### config.mk
export PLATFORM = sky130hd
export DESIGN_NAME = charge_time_unit
export DESIGN_NICKNAME = d
export VERILOG_FILES = /design/src/pkg/charge_time_pkg.sv /design/src/logic/charge_time_unit.sv /design/src/logic/edge_source_detect.sv
export SDC_FILE = /design/constraint.sdc
export NUM_CORES = 1
export LEC_CHECK = 0
export ABC_AREA = 1
export BUFFER_PORTS_ARGS = -buffer_cell sky130_fd_sc_hd__clkbuf_2
export CORE_ASPECT_RATIO = 1.4
export CORE_MARGIN = 2
export CORE_UTILIZATION = 43
export DETAILED_ROUTE_END_ITERATION = 10
export GPL_TIMING_DRIVEN = 0
export MAX_ROUTING_LAYER = met4
export PLACE_DENSITY = 0.71
export SYNTH_ARGS = -nofsm -noshare
export SYNTH_HDL_FRONTEND = slang
export SYNTH_HIERARCHICAL = 1
export SYNTH_SLANG_ARGS = --single-unit
### constraint.sdc
create_clock -name mclk -period 1.4 [get_ports mclk]
set_input_delay 0.14 -clock mclk [delete_from_list [all_inputs] [get_ports mclk]]
set_output_delay 0.14 -clock mclk [all_outputs]
set_load 0.005 [all_outputs]
### src/pkg/charge_time_pkg.sv
// Purpose: Shared constants and carriers of the charge time unit
// Assumes: 8-bit registers on a plain strobe port, one clock
// Notes: Register word indices are local choices, see hand-over
package charge_time_pkg;

   // Register port widths
   typedef logic [2:0] addr_t;
   typedef logic [7:0] byte_t;

   // Register word indices
   localparam addr_t ADDR_CTRL_HIGH = 3'h0;
   localparam addr_t ADDR_CTRL_LOW = 3'h1;
   localparam addr_t ADDR_CURRENT = 3'h2;
   localparam addr_t ADDR_IRQ_FLAGS = 3'h3;
   localparam addr_t ADDR_IRQ_ENABLES = 3'h4;

   // Reset values, all fields clear
   localparam byte_t RESET_CTRL_HIGH = 8'h00;
   localparam byte_t RESET_CTRL_LOW = 8'h00;
   localparam byte_t RESET_CURRENT = 8'h00;
   localparam byte_t RESET_IRQ = 8'h00;

   // Implemented bits of each register
   localparam byte_t CTRL_HIGH_MASK = 8'h9E;
   localparam byte_t IRQ_MASK = 8'h04;
   localparam byte_t READ_IDLE = 8'h00;

   // High control layout
   typedef struct packed {
      logic unit_enable;
      logic [1:0] unused_hi;
      logic delay_mode_sel;
      logic edge_inputs_enable;
      logic edge_order_enable;
      logic discharge_enable;
      logic unused_lo;
   } ctrl_high_s;

   // Low control layout
   typedef struct packed {
      logic edge_two_polarity;
      logic [1:0] edge_two_source_sel;
      logic edge_one_polarity;
      logic [1:0] edge_one_source_sel;
      logic edge_two_flag;
      logic edge_one_flag;
   } ctrl_low_s;

   // Current source control layout
   typedef struct packed {
      logic [5:0] current_trim;
      logic [1:0] current_range_sel;
   } current_s;

   // Edge source select codes
   localparam logic [1:0] SRC_OWN_PIN = 2'h0;
   localparam logic [1:0] SRC_TIMER = 2'h1;
   localparam logic [1:0] SRC_COMPARE = 2'h2;
   localparam logic [1:0] SRC_OTHER_PIN = 2'h3;

   // Polarity code for a high-to-low edge
   localparam logic POL_FALLING = 1'b0;

   // Controls toward the analog side
   typedef struct packed {
      logic current_on;
      logic discharge;
      logic adc_connect;
      logic comp_connect;
      logic [1:0] current_range_sel;
      logic [5:0] current_trim;
   } analog_ctrl_s;

   // Reset value of the analog controls
   localparam analog_ctrl_s ANALOG_IDLE = '0;

endpackage
### src/logic/charge_time_unit.sv
// Purpose: Edge control, current source gating and interrupt of the
//    charge time unit
// Assumes: Plain register port, single 100 MHz mclk, sync reset
// Notes: Edge flags gate a constant current source for the converter
//    or the comparator; software and hardware both move the flags
//
// Notes on behaviour
// [RULE1] Current on only while exactly one flag set
// [RULE2] Software clears both flags before next measurement
// [RULE3] Software writes to flags steer current source
// [RULE4] Interrupt flag set when current turns off
// [RULE5] Interrupt output needs flag and enable bit
// [RULE6] Without ordering, software reads flags for last edge
// [RULE7] Order enable makes edge one precede edge two
// [RULE8] Current register: range bits 1:0, trim 7:2
// [RULE9] Low register: source selects at 3:2, 6:5
// [RULE10] Polarity bits 4 and 7, default falling
// [RULE11] Mode bit: measurement default, delay pulse alternative
// [RULE12] Discharge bit grounds circuit while set
// [RULE13] Unit enable bit 7 turns unit on and off
// [RULE14] Edge flags at low register bits 1:0
// [RULE15] Edge inputs enable bit 3 arms both edges
// [RULE16] Sources: pins, first timer, first compare unit
// [RULE17] Delay mode works with comparator two
// [RULE18] Measurement mode connects current to converter
// [RULE19] Enabled edges of set polarity set flags
`timescale 1ns/10ps
module charge_time_unit (
   input wire logic mclk,
   input wire logic reset,
   input wire logic ce,
   input wire charge_time_pkg::addr_t reg_addr,
   input wire charge_time_pkg::byte_t reg_wdata,
   input wire logic reg_write,
   input wire logic reg_read,
   output charge_time_pkg::byte_t reg_rdata,
   input wire logic edge_pin_one,
   input wire logic edge_pin_two,
   input wire logic timer_edge,
   input wire logic compare_edge,
   input wire logic comparator_two_out,
   output charge_time_pkg::analog_ctrl_s analog_ctrl,
   output logic irq
);

   // Number of asynchronous inputs brought through synchronisers
   localparam int unsigned NUM_ASYNC = 3;
   // Number of edge channels
   localparam int unsigned NUM_EDGES = 2;

   // Register state
   charge_time_pkg::ctrl_high_s ctrl_high;
   charge_time_pkg::ctrl_low_s ctrl_low;
   charge_time_pkg::current_s current_ctrl;
   charge_time_pkg::byte_t periph_irq_flags_three;
   charge_time_pkg::byte_t periph_irq_enables_three;

   // Next values of the registers
   charge_time_pkg::ctrl_high_s next_ctrl_high;
   charge_time_pkg::ctrl_low_s next_ctrl_low;
   charge_time_pkg::current_s next_current_ctrl;
   charge_time_pkg::byte_t next_irq_flags;
   charge_time_pkg::byte_t next_irq_enables;

   // Synchroniser stages for pins and comparator
   logic [NUM_ASYNC-1:0] async_in;
   logic [NUM_ASYNC-1:0] sync_first;
   logic [NUM_ASYNC-1:0] sync_second;
   // Comparator level one cycle back, for its rising edge
   logic comp_prev;

   // Edge detector results
   logic [NUM_EDGES-1:0] edge_pulse;
   logic [1:0] edge_sel [NUM_EDGES];
   logic [NUM_EDGES-1:0] edge_pol;

   // Register port decode
   logic wr_high;
   logic wr_low;
   logic wr_current;
   logic wr_irq_flags;
   logic wr_irq_enables;
   charge_time_pkg::byte_t read_mux;

   // Edge flag control
   logic edges_armed;
   logic set_one;
   logic set_two_raw;
   logic set_two;
   logic comp_rise;
   logic next_flag_one;
   logic next_flag_two;

   // Current source and interrupt event
   logic next_current_on;
   logic current_off_event;
   charge_time_pkg::byte_t irq_clear;
   charge_time_pkg::byte_t irq_set;
   logic next_irq;
   charge_time_pkg::analog_ctrl_s next_analog;

   // Pins and comparator come from outside the mclk domain
   assign async_in = {comparator_two_out, edge_pin_two, edge_pin_one};

   // Two-flop synchronisers; first stage feeds only the second
   always_ff @(posedge mclk) begin
      if (reset) begin
         sync_first <= '0;
         sync_second <= '0;
      end else if (ce) begin
         sync_first <= async_in;
         sync_second <= sync_first;
      end
   end

   // Comparator history for the delay-mode stop edge
   always_ff @(posedge mclk) begin
      if (reset) begin
         comp_prev <= 1'b0;
      end else if (ce) begin
         comp_prev <= sync_second[2];
      end
   end

   // Per-edge select and polarity from the low control register
   assign edge_sel[0] = ctrl_low.edge_one_source_sel; // [RULE9]
   assign edge_sel[1] = ctrl_low.edge_two_source_sel; // [RULE9]
   assign edge_pol[0] = ctrl_low.edge_one_polarity; // [RULE10]
   assign edge_pol[1] = ctrl_low.edge_two_polarity; // [RULE10]

   // One detector per edge; select 3 picks the other edge's pin
   genvar gi;
   generate
      for (gi = 0; gi < NUM_EDGES; gi++) begin : g_edge
         // Source vector in select-code order
         logic [3:0] sources;
         assign sources[charge_time_pkg::SRC_OWN_PIN] = sync_second[gi]; // [RULE16]
         assign sources[charge_time_pkg::SRC_TIMER] = timer_edge; // [RULE16]
         assign sources[charge_time_pkg::SRC_COMPARE] = compare_edge; // [RULE16]
         assign sources[charge_time_pkg::SRC_OTHER_PIN] = sync_second[NUM_EDGES-1-gi];
         edge_source_detect u_detect (
            .mclk(mclk),
            .reset(reset),
            .ce(ce),
            .sources(sources),
            .source_sel(edge_sel[gi]),
            .polarity(edge_pol[gi]),
            .edge_pulse(edge_pulse[gi])
         );
      end
   endgenerate

   // Register write decode
   assign wr_high = reg_write & (reg_addr == charge_time_pkg::ADDR_CTRL_HIGH);
   assign wr_low = reg_write & (reg_addr == charge_time_pkg::ADDR_CTRL_LOW);
   assign wr_current = reg_write & (reg_addr == charge_time_pkg::ADDR_CURRENT);
   assign wr_irq_flags = reg_write & (reg_addr == charge_time_pkg::ADDR_IRQ_FLAGS);
   assign wr_irq_enables = reg_write & (reg_addr == charge_time_pkg::ADDR_IRQ_ENABLES);

   // Edges act only with the unit on and inputs armed
   assign edges_armed = ctrl_high.unit_enable & ctrl_high.edge_inputs_enable; // [RULE13] [RULE15]

   // Edge one flag source
   assign set_one = edges_armed & edge_pulse[0]; // [RULE19]

   // Comparator trip ends the pulse in delay mode
   assign comp_rise = sync_second[2] & ~comp_prev;
   assign set_two_raw = edges_armed & (edge_pulse[1] | (ctrl_high.delay_mode_sel & comp_rise)); // [RULE17]

   // With ordering on, edge two waits for edge one
   assign set_two = set_two_raw & (~ctrl_high.edge_order_enable | ctrl_low.edge_one_flag); // [RULE7] [RULE19]

   // Software writes the flags; a hardware set wins over a write clear
   assign next_flag_one = set_one | (wr_low ? reg_wdata[0] : ctrl_low.edge_one_flag); // [RULE3] [RULE14]
   assign next_flag_two = set_two | (wr_low ? reg_wdata[1] : ctrl_low.edge_two_flag); // [RULE3] [RULE14]

   // Low control: polarity and selects from the write, flags as above
   always_comb begin
      next_ctrl_low = ctrl_low;
      // Field update on a write
      if (wr_low) begin
         next_ctrl_low = charge_time_pkg::ctrl_low_s'(reg_wdata); // [RULE9] [RULE10]
      end
      next_ctrl_low.edge_one_flag = next_flag_one;
      next_ctrl_low.edge_two_flag = next_flag_two;
   end

   // High control keeps only implemented bits
   assign next_ctrl_high = wr_high
      ? charge_time_pkg::ctrl_high_s'(reg_wdata & charge_time_pkg::CTRL_HIGH_MASK)
      : ctrl_high; // [RULE7] [RULE11] [RULE12] [RULE13] [RULE15]

   // Current range and trim are plain storage
   assign next_current_ctrl = wr_current ? charge_time_pkg::current_s'(reg_wdata) : current_ctrl; // [RULE8]

   // Current flows while the unit is on and exactly one flag is set
   assign next_current_on = next_ctrl_high.unit_enable & (next_flag_one ^ next_flag_two); // [RULE1] [RULE3]

   // The interrupt event is the source turning off after being on
   assign current_off_event = analog_ctrl.current_on & ~next_current_on; // [RULE4]

   // Interrupt flag: write one to clear, event set wins
   assign irq_clear = wr_irq_flags ? (reg_wdata & charge_time_pkg::IRQ_MASK) : charge_time_pkg::RESET_IRQ;
   assign irq_set = current_off_event ? charge_time_pkg::IRQ_MASK : charge_time_pkg::RESET_IRQ;
   assign next_irq_flags = (periph_irq_flags_three & ~irq_clear) | irq_set; // [RULE4]

   // Interrupt enable, same layout as the flag register
   assign next_irq_enables = wr_irq_enables
      ? (reg_wdata & charge_time_pkg::IRQ_MASK)
      : periph_irq_enables_three;

   // Request only where flag and enable meet
   assign next_irq = |(next_irq_flags & next_irq_enables); // [RULE5]

   // Analog controls, all registered for clean outputs
   always_comb begin
      next_analog = charge_time_pkg::ANALOG_IDLE;
      next_analog.current_on = next_current_on; // [RULE1]
      // Grounding holds as long as the bit is set
      next_analog.discharge = next_ctrl_high.discharge_enable; // [RULE12]
      // Measurement mode hands the current to the converter
      next_analog.adc_connect = next_ctrl_high.unit_enable & ~next_ctrl_high.delay_mode_sel; // [RULE11] [RULE18]
      // Delay mode hands it to comparator two instead
      next_analog.comp_connect = next_ctrl_high.unit_enable & next_ctrl_high.delay_mode_sel; // [RULE11] [RULE17]
      next_analog.current_range_sel = next_current_ctrl.current_range_sel; // [RULE8]
      next_analog.current_trim = next_current_ctrl.current_trim; // [RULE8]
   end

   // Read mux; unmapped words read as zero
   always_comb begin
      unique case (reg_addr)
         charge_time_pkg::ADDR_CTRL_HIGH: read_mux = ctrl_high;
         charge_time_pkg::ADDR_CTRL_LOW: read_mux = ctrl_low; // [RULE6]
         charge_time_pkg::ADDR_CURRENT: read_mux = current_ctrl;
         charge_time_pkg::ADDR_IRQ_FLAGS: read_mux = periph_irq_flags_three;
         charge_time_pkg::ADDR_IRQ_ENABLES: read_mux = periph_irq_enables_three;
         default: read_mux = charge_time_pkg::READ_IDLE;
      endcase
   end

   // Control registers; all fields clear at reset
   always_ff @(posedge mclk) begin
      if (reset) begin
         ctrl_high <= charge_time_pkg::RESET_CTRL_HIGH; // [RULE7] [RULE11]
         ctrl_low <= charge_time_pkg::RESET_CTRL_LOW; // [RULE10]
         current_ctrl <= charge_time_pkg::RESET_CURRENT;
      end else if (ce) begin
         ctrl_high <= next_ctrl_high;
         ctrl_low <= next_ctrl_low;
         current_ctrl <= next_current_ctrl;
      end
   end

   // Interrupt flag and enable registers
   always_ff @(posedge mclk) begin
      if (reset) begin
         periph_irq_flags_three <= charge_time_pkg::RESET_IRQ;
         periph_irq_enables_three <= charge_time_pkg::RESET_IRQ;
      end else if (ce) begin
         periph_irq_flags_three <= next_irq_flags;
         periph_irq_enables_three <= next_irq_enables;
      end
   end

   // Registered outputs toward analog side and interrupt line
   always_ff @(posedge mclk) begin
      if (reset) begin
         analog_ctrl <= charge_time_pkg::ANALOG_IDLE;
         irq <= 1'b0;
      end else if (ce) begin
         analog_ctrl <= next_analog;
         irq <= next_irq;
      end
   end

   // Read data stands only in the cycle after the strobe
   always_ff @(posedge mclk) begin
      if (reset) begin
         reg_rdata <= charge_time_pkg::READ_IDLE;
      end else if (ce) begin
         reg_rdata <= reg_read ? read_mux : charge_time_pkg::READ_IDLE;
      end
   end

endmodule // charge_time_unit

### src/logic/edge_source_detect.sv
// Purpose: Picks one edge source and flags a transition of a polarity
// Assumes: All sources already in the mclk domain
// Notes: Pulse is combinational from the held previous level
`timescale 1ns/10ps
module edge_source_detect (
   input wire logic mclk,
   input wire logic reset,
   input wire logic ce,
   input wire logic [3:0] sources,
   input wire logic [1:0] source_sel,
   input wire logic polarity,
   output logic edge_pulse
);

   // Currently selected source level
   logic chosen;
   // Level seen one cycle earlier
   logic chosen_prev;
   // Rising and falling transitions
   logic rose;
   logic fell;

   // Source mux, indexed by the select code
   assign chosen = sources[source_sel];
   assign rose = chosen & ~chosen_prev;
   assign fell = ~chosen & chosen_prev;
   // Falling polarity is the reset default
   assign edge_pulse = (polarity == charge_time_pkg::POL_FALLING) ? fell : rose;

   // Previous level, frozen with the clock enable
   always_ff @(posedge mclk) begin
      if (reset) begin
         chosen_prev <= 1'b0;
      end else if (ce) begin
         chosen_prev <= chosen;
      end
   end

endmodule // edge_source_detect

# --- Yosys cells after proc, flatten, opt, wreduce, memory -nomap -nowiden ---
# Index checks and enable logic that the tools add are counted.
op_classes:
  n_addsub: 0
  mul: 0
  div: 0
  magnitude_cmp: 2
  eq_ne: 4
  shifts: 0
  n_mux: 15
  bitwise_logic: 36
  reduce_logical: 5
op_table:
  columns: ["cell", "count"]
  rows:
  - ["one-hot mux 8 bit (5 select lines)", 1]
  - ["two-way mux 8 bit", 4]
  - ["AND 1 bit", 19]
  - ["AND 8 bit", 2]
  - ["inverter 1 bit", 8]
  - ["inverter 3 -> 8 bit", 1]
  - ["OR 8 x 3 -> 8 bit", 1]
  - ["OR reduction 8 bit", 1]
  - ["equality test 3 x 2 -> 1 bit, second input constant", 2]
  - ["less-than comparator 2 x 3 -> 1 bit, second input constant", 2]
  - ["two-way mux 1 bit", 6]
  - ["two-way mux 3 bit", 2]
  - ["AND reduction 2 bit", 3]
  - ["binary-select mux 1 bit (select 2 bit)", 2]
  - ["OR 1 bit", 4]
  - ["equality test 3 x 1 -> 1 bit, second input constant", 1]
  - ["equality test 3 bit, second input constant", 1]
  - ["logical NOT 3 bit", 1]
  - ["bitwise XOR 1 bit", 1]
word_totals:
  reg_bits: 58
  latchBits: 0
  mem_bits_rw: 0
  mem_bits_ro: 0
  input_bits: 21
  output_inout_bits: 21
  wordCells: 87
  memories: 0

# --- Logic depth before layout (Yosys ltp) ---
logic_depth:
  depth_word: 17
  depth_mapped: 18

# --- Cells and area by module ---
# Netlist, hierarchy kept.
modules_own_cells:
  columns: ["mod", "instances", "cells_each", "area_each_um2"]
  rows:
  - ["charge_time_unit", 1, 255, 1836.8]
  - ["edge_source_detect", 2, 19, 116.4]

# --- Worst setup path after synthesis ---
# Ideal clock, no wire load.
synth_path:
  path_kind: "register -> register"
  from: "register ctrl_low[5] in the netlist's numbering"
  to: "register periph_irq_flags_three[2]"
  setup_time_ns: 0.113
  t_arrival_ns: 1.339
  slack_ns: -0.053
  stages_incl_launch_ff: 18
  n_path_buf: 0
  cell_sequence: "dfxtp_1 inv_2 nand2_2 nand3_2 nand2_2 nand2_1 nand2_1 inv_1 inv_1 nand2_1 nand2_1 nand3_2 nand2_1 nand3_2 nand2_1 nand2_1 o21ai_1 inv_1"
synth_via:
  elab_chain_cells: 15
synth_rtl:
  columns: ["element", "line", "source"]
  rows:
  - ["from (decl)", "charge_time_unit.sv:53", "charge_time_pkg::ctrl_low_s ctrl_low;"]
  - ["from (signal assigned)", "charge_time_unit.sv:245", "ctrl_low <= charge_time_pkg::RESET_CTRL_LOW;"]
  - ["from (signal assigned)", "charge_time_unit.sv:249", "ctrl_low <= next_ctrl_low;"]
  - ["binary-select mux 1 bit (select 2 bit) *", "edge_source_detect.sv:24", "assign chosen = sources[source_sel];"]
  - ["two-way mux 1 bit (implied by the code) *", "edge_source_detect.sv:24", null]
  - ["inverter 1 bit", "edge_source_detect.sv:26", "assign fell = ~chosen & chosen_prev;"]
  - ["AND 1 bit", "edge_source_detect.sv:26", null]
  - ["two-way mux 1 bit *", "edge_source_detect.sv:28", "assign edge_pulse = (polarity == charge_time_pkg::POL_FALLING) ? fell : rose;"]
  - ["net edge_pulse[1]", "charge_time_unit.sv:73", "logic [NUM_EDGES-1:0] edge_pulse;"]
  - ["OR 1 bit *", "charge_time_unit.sv:168", "assign set_two_raw = edges_armed & (edge_pulse[1] | (ctrl_high.delay_mode_sel & comp_rise));"]
  - ["AND 1 bit *", "charge_time_unit.sv:168", null]
  - ["AND 1 bit *", "charge_time_unit.sv:171", "assign set_two = set_two_raw & (~ctrl_high.edge_order_enable | ctrl_low.edge_one_flag);"]
  - ["OR 1 bit *", "charge_time_unit.sv:175", "assign next_flag_two = set_two | (wr_low ? reg_wdata[1] : ctrl_low.edge_two_flag);"]
  - ["bitwise XOR 1 bit *", "charge_time_unit.sv:197", "assign next_current_on = next_ctrl_high.unit_enable & (next_flag_one ^ next_flag_two);"]
  - ["AND 1 bit *", "charge_time_unit.sv:197", null]
  - ["inverter 1 bit *", "charge_time_unit.sv:200", "assign current_off_event = analog_ctrl.current_on & ~next_current_on;"]
  - ["AND 1 bit *", "charge_time_unit.sv:200", null]
  - ["two-way mux 3 bit *", "charge_time_unit.sv:204", "assign irq_set = current_off_event ? charge_time_pkg::IRQ_MASK : charge_time_pkg::RESET_IRQ;"]
  - ["OR 8 x 3 -> 8 bit *", "charge_time_unit.sv:205", "assign next_irq_flags = (periph_irq_flags_three & ~irq_clear) | irq_set;"]
  - ["to (signal assigned)", "charge_time_unit.sv:257", "periph_irq_flags_three <= charge_time_pkg::RESET_IRQ;"]
  - ["to (signal assigned)", "charge_time_unit.sv:260", "periph_irq_flags_three <= next_irq_flags;"]
  - ["to (decl)", "charge_time_unit.sv:55", "charge_time_pkg::byte_t periph_irq_flags_three;"]
# The timed path passes the listed nets; every way through them passes the cells marked *. The select of a mux whose other input is x is not followed.
# A chain may end at the register's enable or synchronous reset.

# --- Worst setup path after layout ---
layout_path:
  from: "register ctrl_low[5] in the netlist's numbering"
  to: "register irq"
layout_via:
  elab_chain_cells: 17
layout_rtl:
  columns: ["element", "line", "source"]
  rows:
  - ["binary-select mux 1 bit (select 2 bit) *", "edge_source_detect.sv:24", null]
  - ["two-way mux 1 bit (implied by the code) *", "edge_source_detect.sv:24", null]
  - ["inverter 1 bit", "edge_source_detect.sv:26", null]
  - ["AND 1 bit", "edge_source_detect.sv:26", null]
  - ["two-way mux 1 bit *", "edge_source_detect.sv:28", null]
  - ["net edge_pulse[1]", "charge_time_unit.sv:73", null]
  - ["OR 1 bit *", "charge_time_unit.sv:168", null]
  - ["AND 1 bit *", "charge_time_unit.sv:168", null]
  - ["[... 2 more ...]", null, null]
  - ["bitwise XOR 1 bit *", "charge_time_unit.sv:197", null]
  - ["AND 1 bit *", "charge_time_unit.sv:197", null]
  - ["inverter 1 bit *", "charge_time_unit.sv:200", null]
  - ["AND 1 bit *", "charge_time_unit.sv:200", null]
  - ["two-way mux 3 bit *", "charge_time_unit.sv:204", null]
  - ["OR 8 x 3 -> 8 bit *", "charge_time_unit.sv:205", null]
  - ["AND 8 bit *", "charge_time_unit.sv:213", "assign next_irq = |(next_irq_flags & next_irq_enables);"]
  - ["OR reduction 8 bit *", "charge_time_unit.sv:213", null]
  - ["to (signal assigned)", "charge_time_unit.sv:272", "irq <= next_irq;"]
  - ["to (decl)", "charge_time_unit.sv:43", "output logic irq"]
# Marked as above.

==> summary.txt <==
Placement
  – Buffers on Ports: 41
  – Gpl congestion: 0.881
  – Dpl hpwl: 3.93 mm

Worst setup path
  – CP Capture Point: irq$_SDFFE_PP0P_
  – Crit start category: flop
  – Reg2reg path depth: 18
  – WP data required: 1630 ps
  – Critical path startpoint: ctrl_low[5]$_SDFFE_PP0P_
  – CP Capture Type: flop
  – Crit-path max cell delay: 380 ps
  – Buf+Inv Stages, Crit Path: 3
  – Reg2Reg Setup Slack: -190 ps
  – Cells along the critical path: inv_4 > nand2_2 > nand3_2 > nand2_2 > nand2_1 > nand2_1 > inv_1 > inv_1 > nand2_1 > nand2_2 > nand2_1 > nor2_1 > nand2_1 > nand3_2 > nand2_2 > nand2_2 > nand2_2 > a21oi_2
  – CP arrival: 1810 ps
  – R2R Path Start: ctrl_low[5]$_SDFFE_PP0P_
  – Crit path depth: 18
  – Crit path max-delay family: simple AND/OR/NAND/NOR gates
  – Setup CP Type: flop to flop
  – CP most frequent cell: nand2_2
  – CP max stage cell: dfxtp_4
  – CP Max Fanout: 4
  – Worst R2R End: irq$_SDFFE_PP0P_

Drt
  – Vias: 2045
  – Drc violations: 0
  – Post-Route WL: 5.16 mm
  – WL/cell: 12.7 µm
  – Antenna Nets Post-Route: 0
  – First-pass DRT Iterations: 4
  – Drt via density: 5.02
  – Initial drt markers: 97

Outcome
  – Violated checks: negative setup slack
  – Status: complete, but fails checks

Floorplan
  – Starting Density: 0.453
  – Die H: 86.1 µm
  – FP Rows: 29
  – Core Box Area: 4570 µm²
  – Die width: 62.6 µm
  – I/O pin cnt: 42
  – Die area: 5390 µm²

Global route
  – Largest net degree at the start of global routing: 13
  – Grt ovf: 0
  – Vias in the first global route: 1853
  – Antenna violations before repair: 0
  – Total GRT Usage: 0.204
  – First-pass GRT wire length: 8.47 mm

Timing
  – Unrepaired setup endpoints after global routing: yes
  – Worst Clk Skew: 8.60 ps
  – Fmax: 0.630 GHz
  – Tcrit/Tclk final: 1.13
  – Worst Tran Pin Value: 498 ps
  – Final setup fails: 3
  – Pins over their slew limit: 0
  – Setup WS post-layout: -187 ps
  – Max transition margin: 0.668
  – Final hold vios: 0
  – Hold slack: 63.3 ps
  – Minimum clock period: 1590 ps

Synthesis
  – Synth area leader: dfxtp_1
  – Synth warn: 6
  – Top cell type's share of synthesized area: 0.426
  – FFs w/ async S/R, synth: 0
  – Post-synthesis register bit count: 44
  – Main flop type after synthesis: dfxtp_1
  – Syn Nets: 314
  – EDFF count, synth: 0
  – Post-synthesis instance area: 2070 µm²
  – Top cells by area, synth: dfxtp_1 (43%), nand2_1 (11%), nor2_1 (7.8%), o21ai_0 (7.3%), a21oi_1 (5.8%)
  – Netlist cell types: 30
  – Mapped Avg Cell Area: 7.06 µm²
  – Sequential area share after synthesis: 0.426
  – Mapped Cells: 293

Cells and area
  – Final #Nets: 366
  – Most frequent cells in the layout: nand2_1 (56), nor2_1 (43), clkbuf_2 (41)
  – Leading cell type in the layout, fill and taps excluded: nand2_1
  – P&R area growth vs syn: 20.1%
  – Diodes inserted: 0
  – Share of cells above drive strength 1: 0.275

Worst hold path
  – Kind of path behind the tightest hold check: input pin to flop

Clock network
  – TritonCTS Buffers: 5
  – CTS Hold Buffers Added: 0
  – Clk_lat worst skew: 290 ps
  – Clk pin slew, worst setup/hold paths: 80 ps
  – Clock Sinks: 44
  – Htree depth: 2
  – CTS Buffer Depth: 2
  – Clock root buffer: clkbuf_8
  – CTS tree: built

Power
  – Leakage power: 1.10 nW
  – Cell Int Power: 1.73 mW
  – Pwr dens: 944 nW/µm²
  – Gate power share: 0.120
  – Power Total: 2.35 mW
  – Sw Ratio: 0.263
  – Peak supply drop: 602 µV
  – Clk network pwr share: 0.320
  – Switching power total: 617 µW
  – Sequential power share: 0.560

Flow run
  – Max-Cap Viols: 0
-- cells by family after synthesis --
family / Yosys count / share of synthesized area
flops: 44 / 0.426
compound gates: 70 / 0.192
buf+inv: 42 / 0.0804
simple gates: 137 / 0.302
-- synthesized netlist by cell type, types with 3 or more instances --
cell type	count
dfxtp_1	44
nand3_1	8
inv_1	26
nor2_2	3
nor2_1	43
clkbuf_1	6
nand3_2	7
nand2_2	10
o21ai_0	30
nand2_1	60
nand4_1	3
inv_2	5
a21oi_1	24
-- metal layers --
metal  track usage  routed length [µm]  vias up
met3        0.0367                 261        7
met1         0.245                2300      925
met5             -                   0        -
met2         0.340                2530       55
met4        0.0788                  72        0
li1              -                   -     1058
-- repair_timing --
| action | 4_1_cts | 5_1_grt |
|---|---|---|
| endpoints found under the setup margin | 3 | 4 |
| setup buffers | 3 | 1 |
| gates resized for setup | 7 | 8 |
| pin swaps | 3 | 6 |
-- metrics by stage --
stage                     setup TNS, ps  setup slack [ps]   util  cells  instance area [µm²]
after floorplan                   -5.09             -5.09      -    293                 2070
after global placement             -921              -165  0.515    396                 2350
after detailed placement          -1010              -217  0.515    396                 2350
after CTS                          -398              -171  0.540    406                 2470
after global routing               -833              -302  0.544    407                 2490
final                              -536              -187  0.544    407                 2490
-- worst register-to-register path, stage by stage (launching register included) --
cell     delay, ps
dfxtp_4        380
inv_4           40
nand2_2         50
nand3_2         70
nand2_2         80
nand2_1         50
nand2_1         60
inv_1           40
inv_1           40
nand2_1         50
nand2_2         70
nand2_1         50
nor2_1          90
nand2_1         70
nand3_2         80
nand2_2         60
nand2_2         70
nand2_2         50
a21oi_2        120
-- power groups by stage --
stage	clock [mW]	sequential [mW]	combinational [mW]
floorplan	0	1.34	0.170
global placement	0	1.34	0.265
detailed placement	0	1.34	0.271
CTS	0.768	1.31	0.279
global route	0.820	1.32	0.314
finish	0.751	1.31	0.282
-- worst min-delay path by stage --
stage	startpoint	to	cells after the start
floorplan	reset	reg_rdata[7]$_SDFFE_PP0P_	1
global placement	edge_pin_one	sync_first[0]$_SDFFE_PP0P_	3
detailed placement	edge_pin_one	sync_first[0]$_SDFFE_PP0P_	3
CTS	edge_pin_one	sync_first[0]$_SDFFE_PP0P_	3
global route	edge_pin_two	sync_first[1]$_SDFFE_PP0P_	3
finish	edge_pin_two	sync_first[1]$_SDFFE_PP0P_	3
-- flip-flops by register name (all words and copies together), names as in the netlist --
| signal | flops |
|---|---|
| ctrl_low | 8 |
| comp_prev | 1 |
| reg_rdata | 8 |
| periph_irq_flags_three | 1 |
| sync_second | 3 |
| analog_ctrl | 12 |
| irq | 1 |
| periph_irq_enables_three | 1 |
| ctrl_high | 4 |
| sync_first | 3 |
| g_edge.u_detect/chosen_prev | 2 |
-- final cells by class --
class / instances / area [µm²]
well taps: 62 / 77.6
repair buffers: 45 / 235
clock buffers: 6 / 72.6
fillers: 469 / 2090
clock inverters: 1 / 5.00
flip-flops and latches: 44 / 895
inverters: 34 / 134
plain buffers: 8 / 35.0
multi-input cells: 207 / 1030
Note: power is estimated with default switching activity, not from simulation.
